### config.mk
export PLATFORM = sky130hd
export DESIGN_NAME = sdram_timing_row_hole_config
export DESIGN_NICKNAME = d
export VERILOG_FILES = /design/src/hw/sdram_gap_timer.v /design/src/hw/memory_hole_decode.v /design/src/hw/sdram_timing_row_hole_config.v
export VERILOG_INCLUDE_DIRS = /design/src /design/src/hw
export SDC_FILE = /design/constraint.sdc
export NUM_CORES = 1
export LEC_CHECK = 0
export BUFFER_PORTS_ARGS = -buffer_cell sky130_fd_sc_hd__buf_2
export CAP_MARGIN = 0
export CELL_PAD_IN_SITES_DETAIL_PLACEMENT = 1
export CELL_PAD_IN_SITES_GLOBAL_PLACEMENT = 1
export CORE_MARGIN = 4
export CORE_UTILIZATION = 38
export CTS_BUF_LIST = sky130_fd_sc_hd__clkbuf_2 sky130_fd_sc_hd__clkbuf_4 sky130_fd_sc_hd__clkbuf_8
export CTS_CLUSTER_DIAMETER = 80
export DETAILED_ROUTE_END_ITERATION = 16
export PLACE_DENSITY_LB_ADDON = 0.3
export SLEW_MARGIN = 0
export SYNTH_ARGS = -nofsm -noshare
export SYNTH_HDL_FRONTEND = slang
export SYNTH_SLANG_ARGS = --single-unit
### constraint.sdc
create_clock -name i_mclk -period 7.45 [get_ports i_mclk]
set_input_delay 0.745 -clock i_mclk [delete_from_list [all_inputs] [get_ports i_mclk]]
set_output_delay 0.745 -clock i_mclk [all_outputs]
set_load 0.01 [all_outputs]
### src/hw/sdram_cfg_defines.vh
// register map, field positions, reset values and timing counts for the sdram config block
`ifndef SDRAM_CFG_DEFINES_VH
`define SDRAM_CFG_DEFINES_VH

// ----------------------------------------------------------------
// register byte offsets
// ----------------------------------------------------------------
`define OFS_FIRST_ROW_POP 8'h4C
`define OFS_SDRAM_TIMING 8'h50
`define OFS_THIRD_SOCKET_POP 8'h54
`define OFS_HOLE_CONTROL 8'h58
`define OFS_LOCK_STATUS 8'h60

// ----------------------------------------------------------------
// reset values
// ----------------------------------------------------------------
`define RST_FIRST_ROW_POP 8'h00
`define RST_SDRAM_TIMING 3'h0
`define RST_THIRD_SOCKET_POP 4'h0
`define RST_HOLE_ENABLE 1'h0

// ----------------------------------------------------------------
// field positions
// ----------------------------------------------------------------
`define TIM_PRECHARGE_BIT 0
`define TIM_ACT_DELAY_BIT 1
`define TIM_READ_LAT_BIT 2
`define POP_FIELD_MSB 3
`define HOLE_ENABLE_BIT 7
`define LOCK_BIT 0
`define STAT_OVER_BIT 1
`define STAT_ROW_OPEN_BIT 2
`define STAT_TOTAL_LSB 4
`define STAT_TOTAL_MSB 13

// ----------------------------------------------------------------
// sdram timing counts in sdram clocks
// ----------------------------------------------------------------
`define READ_LAT_LONG_CLK 2'h3
`define READ_LAT_SHORT_CLK 2'h2
`define ACT_GAP_LONG_CLK 2'h3
`define ACT_GAP_SHORT_CLK 2'h2
`define PRECHARGE_LONG_CLK 2'h3
`define PRECHARGE_SHORT_CLK 2'h2

// ----------------------------------------------------------------
// memory map limits, in megabytes
// ----------------------------------------------------------------
`define MAX_MEMORY_MB 10'h200
`define HOLE_BASE_MB 12'h00F
`define SIDE_MB_SMALL 10'h020
`define SIDE_MB_MID 10'h040
`define SIDE_MB_LARGE 10'h080

// ----------------------------------------------------------------
// command codes on the request port and the sdram command outputs
// ----------------------------------------------------------------
`define CMD_ACTIVATE 2'h0
`define CMD_READ 2'h1
`define CMD_WRITE 2'h2
`define CMD_PRECHARGE 2'h3

`endif

### src/hw/sdram_gap_timer.v
// countdown timer that spaces sdram commands
`timescale 1ns/1ps
module sdram_gap_timer (
  input wire i_mclk,
  input wire i_reset,
  input wire i_load,
  input wire [1:0] i_count,
  output wire o_zero
);

  reg [1:0] count_reg;
  reg [1:0] count_next;

  // load on a command, otherwise count down to zero and hold
  always @* begin
    count_next = count_reg;
    if (i_load) begin
      count_next = i_count;
    end else if (count_reg != 2'h0) begin
      count_next = count_reg - 2'h1;
    end
  end

  // counter flop
  always @(posedge i_mclk) begin
    if (i_reset) begin
      count_reg <= 2'h0;
    end else begin
      count_reg <= count_next;
    end
  end

  assign o_zero = (count_reg == 2'h0); // next command may be decided this cycle

endmodule

### src/hw/memory_hole_decode.v
// address decode for main memory with the fixed 15-16 MB hole
`timescale 1ns/1ps
`include "sdram_cfg_defines.vh"
module memory_hole_decode (
  input wire [31:0] i_addr,
  input wire i_hole_enable,
  input wire [9:0] i_top_mb,
  output wire o_in_hole,
  output wire o_to_dram
);

  wire [11:0] addr_mb;

  // megabyte index of the address; the hole is exactly one megabyte
  assign addr_mb = i_addr[31:20];
  assign o_in_hole = i_hole_enable && (addr_mb == `HOLE_BASE_MB); // see RULE_08

  // dram only below the populated top and outside an enabled hole
  assign o_to_dram = !o_in_hole && (addr_mb < {2'h0, i_top_mb}); // see RULE_11

endmodule

### src/hw/sdram_timing_row_hole_config.v
// sdram timing, row population and fixed memory hole configuration block
// Operation
// RULE_01: read data sampled 3 clocks after read, or 2 when latency select set
// RULE_02: activate to read/write gap is 3 clocks, or 2 when delay select set
// RULE_03: precharge lasts 3 clocks, or 2 when precharge select set
// RULE_04: third-socket population writable until lock bit set, then read-only
// RULE_05: six 64-bit rows in three sockets; third socket field bits 3:0
// RULE_06: total populated memory never exceeds 512 MB; only third-socket writes are refused, first-row writes can pass it
// RULE_07: software lowers 133 MHz to 100 MHz when too many modules fitted
// RULE_08: enabled hole sends host cycles at 15-16 MB to the hub link
// RULE_09: enabled hole leaves hub-link and PCI cycles there unclaimed
// RULE_10: dram behind the hole is not relocated anywhere
// RULE_11: with hole disabled, 15-16 MB decodes to dram like other memory
`timescale 1ns/1ps
`include "sdram_cfg_defines.vh"
module sdram_timing_row_hole_config (
  input wire i_mclk,
  input wire i_reset,
  input wire i_psel,
  input wire i_penable,
  input wire i_pwrite,
  input wire [7:0] i_paddr,
  input wire [31:0] i_pwdata,
  output wire [31:0] o_prdata,
  output wire o_pready,
  output wire o_pslverr,
  input wire i_cmd_valid,
  input wire [1:0] i_cmd_code,
  output wire o_cmd_ack,
  output wire o_sdram_cmd_valid,
  output wire [1:0] o_sdram_cmd,
  output wire o_read_sample,
  input wire i_host_valid,
  input wire [31:0] i_host_addr,
  output wire o_host_to_dram,
  output wire o_host_to_hub,
  output wire [31:0] o_host_addr,
  input wire i_init_valid,
  input wire [31:0] i_init_addr,
  output wire o_init_claim
);

  // ----------------------------------------------------------------
  // state encodings
  // ----------------------------------------------------------------
  localparam ST_CLOSED = 1'b0;
  localparam ST_OPEN = 1'b1;

  // ----------------------------------------------------------------
  // capacity functions
  // ----------------------------------------------------------------

  // size of one side of a module from its 2-bit size code
  function [9:0] side_mb;
    input [1:0] code;
    begin
      case (code)
        2'h1: side_mb = `SIDE_MB_SMALL;
        2'h2: side_mb = `SIDE_MB_MID;
        2'h3: side_mb = `SIDE_MB_LARGE;
        default: side_mb = 10'h000;
      endcase
    end
  endfunction

  // size of one module: low pair is the front side, high pair the back side
  function [9:0] dimm_mb;
    input [3:0] field;
    begin
      dimm_mb = side_mb(field[1:0]) + side_mb(field[3:2]);
    end
  endfunction

  // ----------------------------------------------------------------
  // registers
  // ----------------------------------------------------------------
  reg [7:0] first_row_population_register;
  reg [3:0] third_socket_row_population;
  reg hole_enable;
  reg read_latency_select;
  reg activate_to_command_delay_select;
  reg precharge_length_select;
  reg config_lock_bit;
  reg [31:0] prdata_reg;
  reg pready_reg;
  reg pslverr_reg;
  reg state_reg;
  reg state_next;
  reg cmd_ack_reg;
  reg sdram_cmd_valid_reg;
  reg [1:0] sdram_cmd_reg;
  reg [2:0] read_shift_reg;
  reg read_sample_reg;
  reg host_to_dram_reg;
  reg host_to_hub_reg;
  reg [31:0] host_addr_reg;
  reg init_claim_reg;

  wire [9:0] total_mb;
  wire [9:0] total_with_new_mb;
  wire over_limit;
  wire apb_setup;
  wire apb_write;
  wire wr_over_limit;
  wire addr_mapped;
  wire rcd_zero;
  wire trp_zero;
  wire host_in_hole;
  wire host_dram;
  wire init_in_hole;
  wire init_dram;
  reg issue;
  reg [31:0] read_mux;
  reg slverr_mux;

  // ----------------------------------------------------------------
  // populated capacity
  // ----------------------------------------------------------------

  // total of all three sockets, and what it would be after a pending third-socket write
  assign total_mb = dimm_mb(first_row_population_register[3:0])
                  + dimm_mb(first_row_population_register[7:4])
                  + dimm_mb(third_socket_row_population); // see RULE_05
  assign total_with_new_mb = dimm_mb(first_row_population_register[3:0])
                           + dimm_mb(first_row_population_register[7:4])
                           + dimm_mb(i_pwdata[`POP_FIELD_MSB:0]);
  assign over_limit = (total_mb > `MAX_MEMORY_MB); // see RULE_06

  // ----------------------------------------------------------------
  // apb slave
  // ----------------------------------------------------------------
  assign apb_setup = i_psel && !i_penable;
  assign apb_write = i_psel && i_penable && i_pwrite && !pslverr_reg;

  // a third-socket population write that would push the total past the limit is refused
  assign wr_over_limit = i_pwrite && !config_lock_bit
                      && (i_paddr == `OFS_THIRD_SOCKET_POP)
                      && (total_with_new_mb > `MAX_MEMORY_MB); // see RULE_06

  assign addr_mapped = (i_paddr == `OFS_FIRST_ROW_POP)
                    || (i_paddr == `OFS_SDRAM_TIMING)
                    || (i_paddr == `OFS_THIRD_SOCKET_POP)
                    || (i_paddr == `OFS_HOLE_CONTROL)
                    || (i_paddr == `OFS_LOCK_STATUS);

  // read data and error for the transfer now in its setup cycle
  always @* begin
    read_mux = 32'h00000000;
    slverr_mux = !addr_mapped || wr_over_limit;
    case (i_paddr)
      `OFS_FIRST_ROW_POP: begin
        read_mux[7:0] = first_row_population_register;
      end
      `OFS_SDRAM_TIMING: begin
        read_mux[`TIM_PRECHARGE_BIT] = precharge_length_select;
        read_mux[`TIM_ACT_DELAY_BIT] = activate_to_command_delay_select;
        read_mux[`TIM_READ_LAT_BIT] = read_latency_select;
      end
      `OFS_THIRD_SOCKET_POP: begin
        read_mux[`POP_FIELD_MSB:0] = third_socket_row_population; // upper bits reserved
      end
      `OFS_HOLE_CONTROL: begin
        read_mux[`HOLE_ENABLE_BIT] = hole_enable;
      end
      `OFS_LOCK_STATUS: begin
        read_mux[`LOCK_BIT] = config_lock_bit;
        read_mux[`STAT_OVER_BIT] = over_limit;
        read_mux[`STAT_ROW_OPEN_BIT] = state_reg;
        read_mux[`STAT_TOTAL_MSB:`STAT_TOTAL_LSB] = total_mb;
      end
      default: begin
        read_mux = 32'h00000000;
      end
    endcase
  end

  // bus answer flops: data and error latched in setup, ready after reset
  always @(posedge i_mclk) begin
    if (i_reset) begin
      prdata_reg <= 32'h00000000;
      pslverr_reg <= 1'b0;
      pready_reg <= 1'b0;
    end else begin
      pready_reg <= 1'b1;
      if (apb_setup) begin
        prdata_reg <= read_mux;
        pslverr_reg <= slverr_mux;
      end
    end
  end

  // register writes take effect at the access edge
  always @(posedge i_mclk) begin
    if (i_reset) begin
      first_row_population_register <= `RST_FIRST_ROW_POP;
      third_socket_row_population <= `RST_THIRD_SOCKET_POP;
      hole_enable <= `RST_HOLE_ENABLE;
      read_latency_select <= (`RST_SDRAM_TIMING >> `TIM_READ_LAT_BIT) != 3'h0;
      activate_to_command_delay_select <= 1'b0;
      precharge_length_select <= 1'b0;
      config_lock_bit <= 1'b0;
    end else if (apb_write) begin
      case (i_paddr)
        `OFS_FIRST_ROW_POP: begin
          if (!config_lock_bit) begin
            first_row_population_register <= i_pwdata[7:0];
          end
        end
        `OFS_SDRAM_TIMING: begin
          read_latency_select <= i_pwdata[`TIM_READ_LAT_BIT];
          activate_to_command_delay_select <= i_pwdata[`TIM_ACT_DELAY_BIT];
          precharge_length_select <= i_pwdata[`TIM_PRECHARGE_BIT];
        end
        `OFS_THIRD_SOCKET_POP: begin
          if (!config_lock_bit) begin // see RULE_04
            third_socket_row_population <= i_pwdata[`POP_FIELD_MSB:0]; // see RULE_05
          end
        end
        `OFS_HOLE_CONTROL: begin
          hole_enable <= i_pwdata[`HOLE_ENABLE_BIT]; // see RULE_08
        end
        `OFS_LOCK_STATUS: begin
          if (i_pwdata[`LOCK_BIT]) begin
            config_lock_bit <= 1'b1; // see RULE_04
          end
        end
        default: begin
          config_lock_bit <= config_lock_bit;
        end
      endcase
    end
  end

  // ----------------------------------------------------------------
  // sdram command spacing
  // ----------------------------------------------------------------

  // activate-to-command gap: this many idle clocks follow the activate before a read/write goes out
  sdram_gap_timer u_rcd_timer (
    .i_mclk(i_mclk),
    .i_reset(i_reset),
    .i_load(issue && (i_cmd_code == `CMD_ACTIVATE)),
    .i_count(activate_to_command_delay_select ? `ACT_GAP_SHORT_CLK
                                               : `ACT_GAP_LONG_CLK), // see RULE_02
    .o_zero(rcd_zero)
  );

  // precharge period: the next activate lands that many clocks after it
  sdram_gap_timer u_trp_timer (
    .i_mclk(i_mclk),
    .i_reset(i_reset),
    .i_load(issue && (i_cmd_code == `CMD_PRECHARGE)),
    .i_count(precharge_length_select ? (`PRECHARGE_SHORT_CLK - 2'h1)
                                     : (`PRECHARGE_LONG_CLK - 2'h1)), // see RULE_03
    .o_zero(trp_zero)
  );

  // decide whether the held request may go out this cycle
  always @* begin
    issue = 1'b0;
    state_next = state_reg;
    case (state_reg)
      ST_CLOSED: begin
        if (i_cmd_valid && !cmd_ack_reg && trp_zero) begin
          if (i_cmd_code == `CMD_ACTIVATE) begin
            issue = 1'b1; // see RULE_03
            state_next = ST_OPEN;
          end else if (i_cmd_code == `CMD_PRECHARGE) begin
            issue = 1'b1;
          end
        end
      end
      ST_OPEN: begin
        if (i_cmd_valid && !cmd_ack_reg && rcd_zero) begin
          if (i_cmd_code == `CMD_READ || i_cmd_code == `CMD_WRITE) begin
            issue = 1'b1; // see RULE_02
          end else if (i_cmd_code == `CMD_PRECHARGE) begin
            issue = 1'b1;
            state_next = ST_CLOSED;
          end
        end
      end
      default: begin
        state_next = ST_CLOSED;
      end
    endcase
  end

  // command outputs and acknowledge
  always @(posedge i_mclk) begin
    if (i_reset) begin
      state_reg <= ST_CLOSED;
      cmd_ack_reg <= 1'b0;
      sdram_cmd_valid_reg <= 1'b0;
      sdram_cmd_reg <= `CMD_ACTIVATE;
    end else begin
      state_reg <= state_next;
      cmd_ack_reg <= issue;
      sdram_cmd_valid_reg <= issue;
      if (issue) begin
        sdram_cmd_reg <= i_cmd_code;
      end
    end
  end

  // read sample strobe trails the read command by the selected latency
  always @(posedge i_mclk) begin
    if (i_reset) begin
      read_shift_reg <= 3'h0;
      read_sample_reg <= 1'b0;
    end else begin
      read_shift_reg <= {read_shift_reg[1:0], issue && (i_cmd_code == `CMD_READ)};
      read_sample_reg <= read_latency_select ? read_shift_reg[1]
                                             : read_shift_reg[2]; // see RULE_01
    end
  end

  // ----------------------------------------------------------------
  // address routing
  // ----------------------------------------------------------------

  // host cycles
  memory_hole_decode u_host_decode (
    .i_addr(i_host_addr),
    .i_hole_enable(hole_enable),
    .i_top_mb(total_mb),
    .o_in_hole(host_in_hole),
    .o_to_dram(host_dram)
  );

  // hub-link and pci initiator cycles
  memory_hole_decode u_init_decode (
    .i_addr(i_init_addr),
    .i_hole_enable(hole_enable),
    .i_top_mb(total_mb),
    .o_in_hole(init_in_hole),
    .o_to_dram(init_dram)
  );

  // route each cycle; the address is passed through untranslated
  always @(posedge i_mclk) begin
    if (i_reset) begin
      host_to_dram_reg <= 1'b0;
      host_to_hub_reg <= 1'b0;
      host_addr_reg <= 32'h00000000;
      init_claim_reg <= 1'b0;
    end else begin
      host_to_dram_reg <= i_host_valid && host_dram; // see RULE_11
      host_to_hub_reg <= i_host_valid && (host_in_hole || !host_dram); // see RULE_08
      host_addr_reg <= i_host_addr; // see RULE_10
      init_claim_reg <= i_init_valid && !init_in_hole && init_dram; // see RULE_09
    end
  end

  // ----------------------------------------------------------------
  // outputs
  // ----------------------------------------------------------------
  assign o_prdata = prdata_reg;
  assign o_pready = pready_reg;
  assign o_pslverr = pslverr_reg;
  assign o_cmd_ack = cmd_ack_reg;
  assign o_sdram_cmd_valid = sdram_cmd_valid_reg;
  assign o_sdram_cmd = sdram_cmd_reg;
  assign o_read_sample = read_sample_reg;
  assign o_host_to_dram = host_to_dram_reg;
  assign o_host_to_hub = host_to_hub_reg;
  assign o_host_addr = host_addr_reg;
  assign o_init_claim = init_claim_reg;

endmodule

== Word level (Yosys, flattened, before mapping) ==
Index checks and enable logic that the tools add are counted.

* Register bits: 80
* Input port bits: 114
* Output and inout port bits: 74
* Word-level logic and storage cells: 151

* Add/sub/neg operators: 9
* Magnitude comparators: 4
* Equal/unequal tests: 34
* Muxes and demuxes: 33
* Bitwise operators: 2
* Reduce and logical (&&, ||, !) cells: 48

{| class="wikitable"
|+ Operators by type and width
! kind !! count
|-
| $pmux 8 s3 || 8
|-
| $add 10x10->10 || 7
|-
| $eq 8x7->1 const B || 5
|-
| $eq 2x2->1 const B || 18
|-
| $eq 12x4->1 const B || 2
|-
| $lt 12x10->1 || 2
|-
| $logic_and 1x1->1 || 21
|-
| $gt 10x10->1 const B || 2
|-
| $eq 2x1->1 const B || 9
|-
| $mux 1 || 13
|-
| $pmux 3 s4 || 1
|-
| $mux 2 || 5
|-
| $reduce_and 3->1 || 3
|-
| $logic_not 1->1 || 8
|-
| $reduce_bool 2->1 || 4
|-
| $logic_or 1x1->1 || 7
|-
| $logic_not 2->1 || 3
|-
| $mux 6 || 1
|-
| $pmux 1 s2 || 3
|-
| $pmux 3 s2 || 1
|-
| $reduce_and 2->1 || 2
|-
| $sub 2x1->2 const B || 2
|-
| $pmux 1 s3 || 1
|-
| $not 1->1 || 2
|}

== Longest topological paths before layout ==
* Word-level depth: 10
* Gate-level depth with buffers: 17
* Gate-level depth less buffers: 17

== Hierarchy ==
A second synthesis with hierarchy kept.

* Cell total of the unflattened synthesis: 461
* Area total of the unflattened synthesis: 4,385.5 um^2

{| class="wikitable"
|+ Modules (own cells, without submodules)
! module !! instances !! cells an instance !! area each (um^2) !! sequential area each (um^2)
|-
| sdram_timing_row_hole_config || 1 || 357 || 3,564.7 || 1,501.4
|-
| memory_hole_decode || 2 || 40 || 289.0 || 0.0
|-
| sdram_gap_timer || 2 || 12 || 121.4 || 40.0
|}

== Least setup slack after synthesis ==
Ideal clock, no wire load.

* Path type: reg-to-reg
* Start: reg first_row_population_register[3]
* End: reg host_to_hub_reg, in the netlist o_host_to_hub
* Library setup time: 0.115 ns
* Arrival time: 4.355 ns
* Data required time: 7.335 ns
* Path slack: 2.980 ns
* Cell stages (with the launch flop): 15
* Buffers on the path: 0
* Period minus slack after synthesis: 4.470 ns
* Cells stage by stage: dfxtp_1 nor2b_1 fa_1 fa_1 ha_1 fa_1 inv_1 fa_1 fa_1 xor2_1 ha_1 nor2_1 a211oi_1 maj3_1 o21ba_2

* Longest elaborated chain between the ends: 10
* Elaborated cells on any way between the ends: 12
* Classes of those cells: add/sub (3); order compare (1); eq/ne (3); mux (1); reduce/logical (4)

{| class="wikitable"
|+ RTL lines
! element !! RTL line !! RTL
|-
| start: declaration || sdram_timing_row_hole_config.v:77 || <nowiki>reg [7:0] first_row_population_register;</nowiki>
|-
| start signal: assignment || sdram_timing_row_hole_config.v:195 || <nowiki>first_row_population_register <= `RST_FIRST_ROW_POP;</nowiki>
|-
| start signal: assignment || sdram_timing_row_hole_config.v:206 || <nowiki>first_row_population_register <= i_pwdata[7:0];</nowiki>
|-
| $eq 2x2->1 or $eq 2x1->1 (tied branches) || sdram_timing_row_hole_config.v:57 || <nowiki>case (code)</nowiki>
|-
| $pmux 8 s3 (*) || sdram_timing_row_hole_config.v:57 ||
|-
| $add 10x10->10 (*) || sdram_timing_row_hole_config.v:70 || <nowiki>dimm_mb = side_mb(field[1:0]) + side_mb(field[3:2]);</nowiki>
|-
| $add 10x10->10 (*) || sdram_timing_row_hole_config.v:122 || <nowiki>+ dimm_mb(first_row_population_register[7:4])</nowiki>
|-
| $add 10x10->10 (*) || sdram_timing_row_hole_config.v:123 || <nowiki>+ dimm_mb(third_socket_row_population);</nowiki>
|-
| $lt 12x10->1 (*) || memory_hole_decode.v:19 || <nowiki>assign o_to_dram = !o_in_hole && (addr_mb < {2'h0, i_top_mb});</nowiki>
|-
| $logic_and 1x1->1 (*) || memory_hole_decode.v:19 ||
|-
| $logic_not 1->1 (*) || sdram_timing_row_hole_config.v:349 || <nowiki>host_to_hub_reg <= i_host_valid && (host_in_hole || !host_dram);</nowiki>
|-
| $logic_or 1x1->1 (*) || sdram_timing_row_hole_config.v:349 ||
|-
| $logic_and 1x1->1 (*) || sdram_timing_row_hole_config.v:349 ||
|-
| end signal: assignment || sdram_timing_row_hole_config.v:349 ||
|-
| end: declaration || sdram_timing_row_hole_config.v:95 || <nowiki>reg host_to_hub_reg;</nowiki>
|}

Every way passes the cells marked *; elsewhere a longest branch is shown, timed or not.
A chain may end at the register's enable or synchronous reset.

== Worst setup path in the final report ==
* Start: reg first_row_population_register[1]
* End: reg host_to_hub_reg, in the netlist o_host_to_hub

Same word-level chain as after synthesis.

==> impl_results.md <==
* Clk network pwr share at 35.1%
* Core footprint at 0.01042 sq mm
* Buffers on Ports at 124
* Synth Area per Inst at 9.850 sq um
* Most frequent cells in the layout: buf_2, dfxtp_1, nor2b_1
* Reg2reg end: o_host_to_hub$_SDFF_PP0_
* Setup Skew at 13.42 ps
* Initial antenna violation count at 0
* Design Area, Final at 0.004981 sq mm
* First-pass GRT wire length at 17,420 um
* CTS clk-pin slew, worst paths at 100 ps
* Slew Viols, Final at 0
* Synth async-reset ratio at 0%
* DR pass1 iterations at 4
* Drt via density at 4.818
* Area grow syn2layout at 21.56%
* H-tree depth at 3
* Avg WL per Cell at 15.59 um
* Fmax at 204.4 MHz
* GRT Util Overall at 17.28%
* Clock buffer depth at 2
* FF-to-FF setup slack at 2560 ps
* WP data arrival at 5140 ps
* WHS Endpoint: read_shift_reg[1]$_SDFF_PP0_
* DP HPWL at 8577 um
* Status: finished, final reports clean
* Fin crit period at 4892 ps
* Worst hold path depth at 1
* Internal power at 0.6861 mW
* Sw Ratio at 28.63%
* Worst path cell trace: nor2b_1 -> fa_1 -> fa_1 -> ha_1 -> fa_1 -> inv_1 -> fa_1 -> fa_1 -> xor2_1 -> ha_1 -> nor2_1 -> a211oi_1 -> maj3_1 -> o21ba_2
* Final nets at 693
* Clock Sinks at 79
* Crit. End Element: flop
* Reg2reg path depth at 14
* Combinational power share at 17.7%
* Setup TNS at 0 ps
* Unrepaired setup endpoints after global routing: no
* Crit Path Category: flop to flop
* DRC Markers at 0
* Die area at 0.01251 sq mm
* Cts hold-fix bufs at 0
* Die width at 111.8 um
* Clock Tree Root: clkbuf_8
* Rows at 37
* Post-synthesis sequential area ratio at 38.60%
* Lkg Pwr at 2.322 nW
* Drt first-iter violations at 119
* Commonest non-fill, non-tap cell in the layout: buf_2
* Largest net degree at the start of global routing at 73
* CP Buf/Inv Count at 1
* Multi-input logic area at 0.002291 sq mm
* Crit-path leading delay family: adder cells
* Max_slew headroom at 47.67%
* WL final at 10,620 um
* Vias after detailed routing at 3,281
* WP data required at 7700 ps
* Post-Syn Instances at 416
* CP max-delay cell: fa_1
* Fin crit share at 65.67%
* Antenna Cells at 0
* Fillers at 1,250
* FF+latch area at 0.001582 sq mm
* Clk_lat worst skew at 360 ps
* HP Class: flop to flop
* Post-synth EDFFs at 0
* TritonCTS clock tree: yes
* Largest register FFs at 32
* CP max stage delay at 500 ps
* Reg-to-Reg Start: first_row_population_register[1]$_SDFFE_PP0P_
* Synth Flop Type: dfxtp_1
* Power per cell area at 193.0 mW/mm^2
* Starting density of the core at 39.34%
* NetSw at 0.2753 mW
* Crit path launch: first_row_population_register[1]$_SDFFE_PP0P_
* Vias in the first global route at 3,513
* Seq pwr share at 47.2%
* Final Hold Fails at 0
* Num CTS Buffers at 9
* Placed Instance Area at 0.004776 sq mm
* Measured slew at the worst slew-check pin at 779.1 ps
* Layout cells sized above 1 at 28.62%
* RD Place Congestion at 0.8353
* CP most frequent cell: fa_1
* CTS resizes at 0
* Hold Startpoint: read_shift_reg[0]$_SDFF_PP0_
* Worst-path fanout max at 5
* Max-Cap Viols at 0
* Post-Syn Area at 0.004098 sq mm
* Worst vdd ir at 91.80 uV
* Congestion Overflow GR at 0
* #FFs+latches synth at 79
* Yosys Warn Count at 0
* Detail Route Antenna Nets at 0
* Synth cell types at 57
* Final Hold Slack at 455.8 ps
* Die Ht at 111.8 um
* Post-CTS setup buffers at 0
* IO Count at 188
* Final setup viols at 0
* Startpoint Class: flop
## cells by family after synthesis
| group | share of synthesized area [%] |
|---|---|
| AO/OA/AOI/OAI | 8.917 |
| XOR/XNOR | 1.710 |
| adder cells (fa/ha/maj) | 14.96 |
| buffers and inverters | 7.145 |
| flip-flops | 38.60 |
| multiplexers | 5.466 |
| other | 0.09152 |
| AND/OR/NAND/NOR | 23.11 |
## power groups by stage
stage	combinational, mW	sequential [mW]	clock (mW)
after CTS	0.174	0.454	0.347
after floorplan	0.114	0.470	0
after detailed placement	0.173	0.464	0
final	0.170	0.454	0.337
after global routing	0.196	0.457	0.369
after global placement	0.164	0.463	0
## per-stage QoR
stage	total power [mW]	utilization [%]	worst slack, ps	cells
final	0.9613	47.82	2558	681
after global routing	1.022	47.82	2282	681
after CTS	0.9754	47.82	2495	681
after detailed placement	0.6372	45.85	2519	665
after global placement	0.6271	45.85	2656	665
after floorplan	0.5843	-	2980	434
## worst register-to-register path: cells and delay by family, from the launching register on
family	cells	cell delay, ps
AOI/OAI and AO/OA	2	270
xor gates and xnor gates	1	360
adders and majority gates	8	3320
buffers and inverters	1	80
DFF	1	420
and+or+nand+nor	2	330
## worst max-delay path by stage
stage | end | depth (start not counted)
2_1_floorplan | o_host_to_hub$_SDFF_PP0_ | 14
3_3_place_gp | o_host_to_hub$_SDFF_PP0_ | 14
3_5_place_dp | o_host_to_hub$_SDFF_PP0_ | 14
4_1_cts | o_host_to_hub$_SDFF_PP0_ | 14
5_1_grt | o_host_to_hub$_SDFF_PP0_ | 14
6_report | o_host_to_hub$_SDFF_PP0_ | 14
## routing by layer
layer	wire [um]	vias to the layer above	share of wire (%)	global-route usage, %
met5	0	-	0	0
met4	201	0	1.9	6.407
met3	764	19	7.2	4.946
met1	4555	1523	43	20.90
met2	5098	131	48	29.14
li1	-	1608	-	-
## area by class of cell
type                       count  area share, %
clock buffer                   9          2.487
clock inverter                 7          1.633
inverter                      28          2.110
multi-input combinational    297          45.99
sequential                    79          31.75
tap                          136          3.416
timing repair buffer         125          12.61
## cell usage after synthesis, types with 2 or more instances
| cell type | count | area [sq um] |
|---|---|---|
| nor4b_1 | 2 | 17.52 |
| nand4_1 | 2 | 12.51 |
| xnor2_1 | 2 | 17.52 |
| a22oi_1 | 12 | 90.09 |
| a2bb2oi_1 | 2 | 17.52 |
| a21oi_1 | 12 | 60.06 |
| and4_1 | 4 | 35.03 |
| a21o_1 | 3 | 22.52 |
| clkbuf_1 | 9 | 33.78 |
| dfxtp_1 | 79 | 1582 |
| mux2_1 | 2 | 22.52 |
| fa_1 | 14 | 280.3 |
| nor3_1 | 7 | 35.03 |
| nand3_1 | 4 | 20.02 |
| a31oi_1 | 2 | 12.51 |
| nand2_1 | 17 | 63.81 |
| buf_4 | 20 | 150.1 |
| nor2b_1 | 49 | 306.5 |
| nor2_1 | 41 | 153.9 |
| a22o_1 | 4 | 35.03 |
| nor3b_1 | 2 | 15.01 |
| xor2_1 | 6 | 52.55 |
| nand2b_1 | 10 | 62.56 |
| inv_1 | 28 | 105.1 |
| mux2i_1 | 19 | 190.2 |
| nand4b_1 | 2 | 17.52 |
| ha_1 | 25 | 312.8 |
| nand2_2 | 2 | 12.51 |
| maj3_1 | 2 | 20.02 |
| o21ai_0 | 6 | 30.03 |
Power figures use the tool's default switching activity.
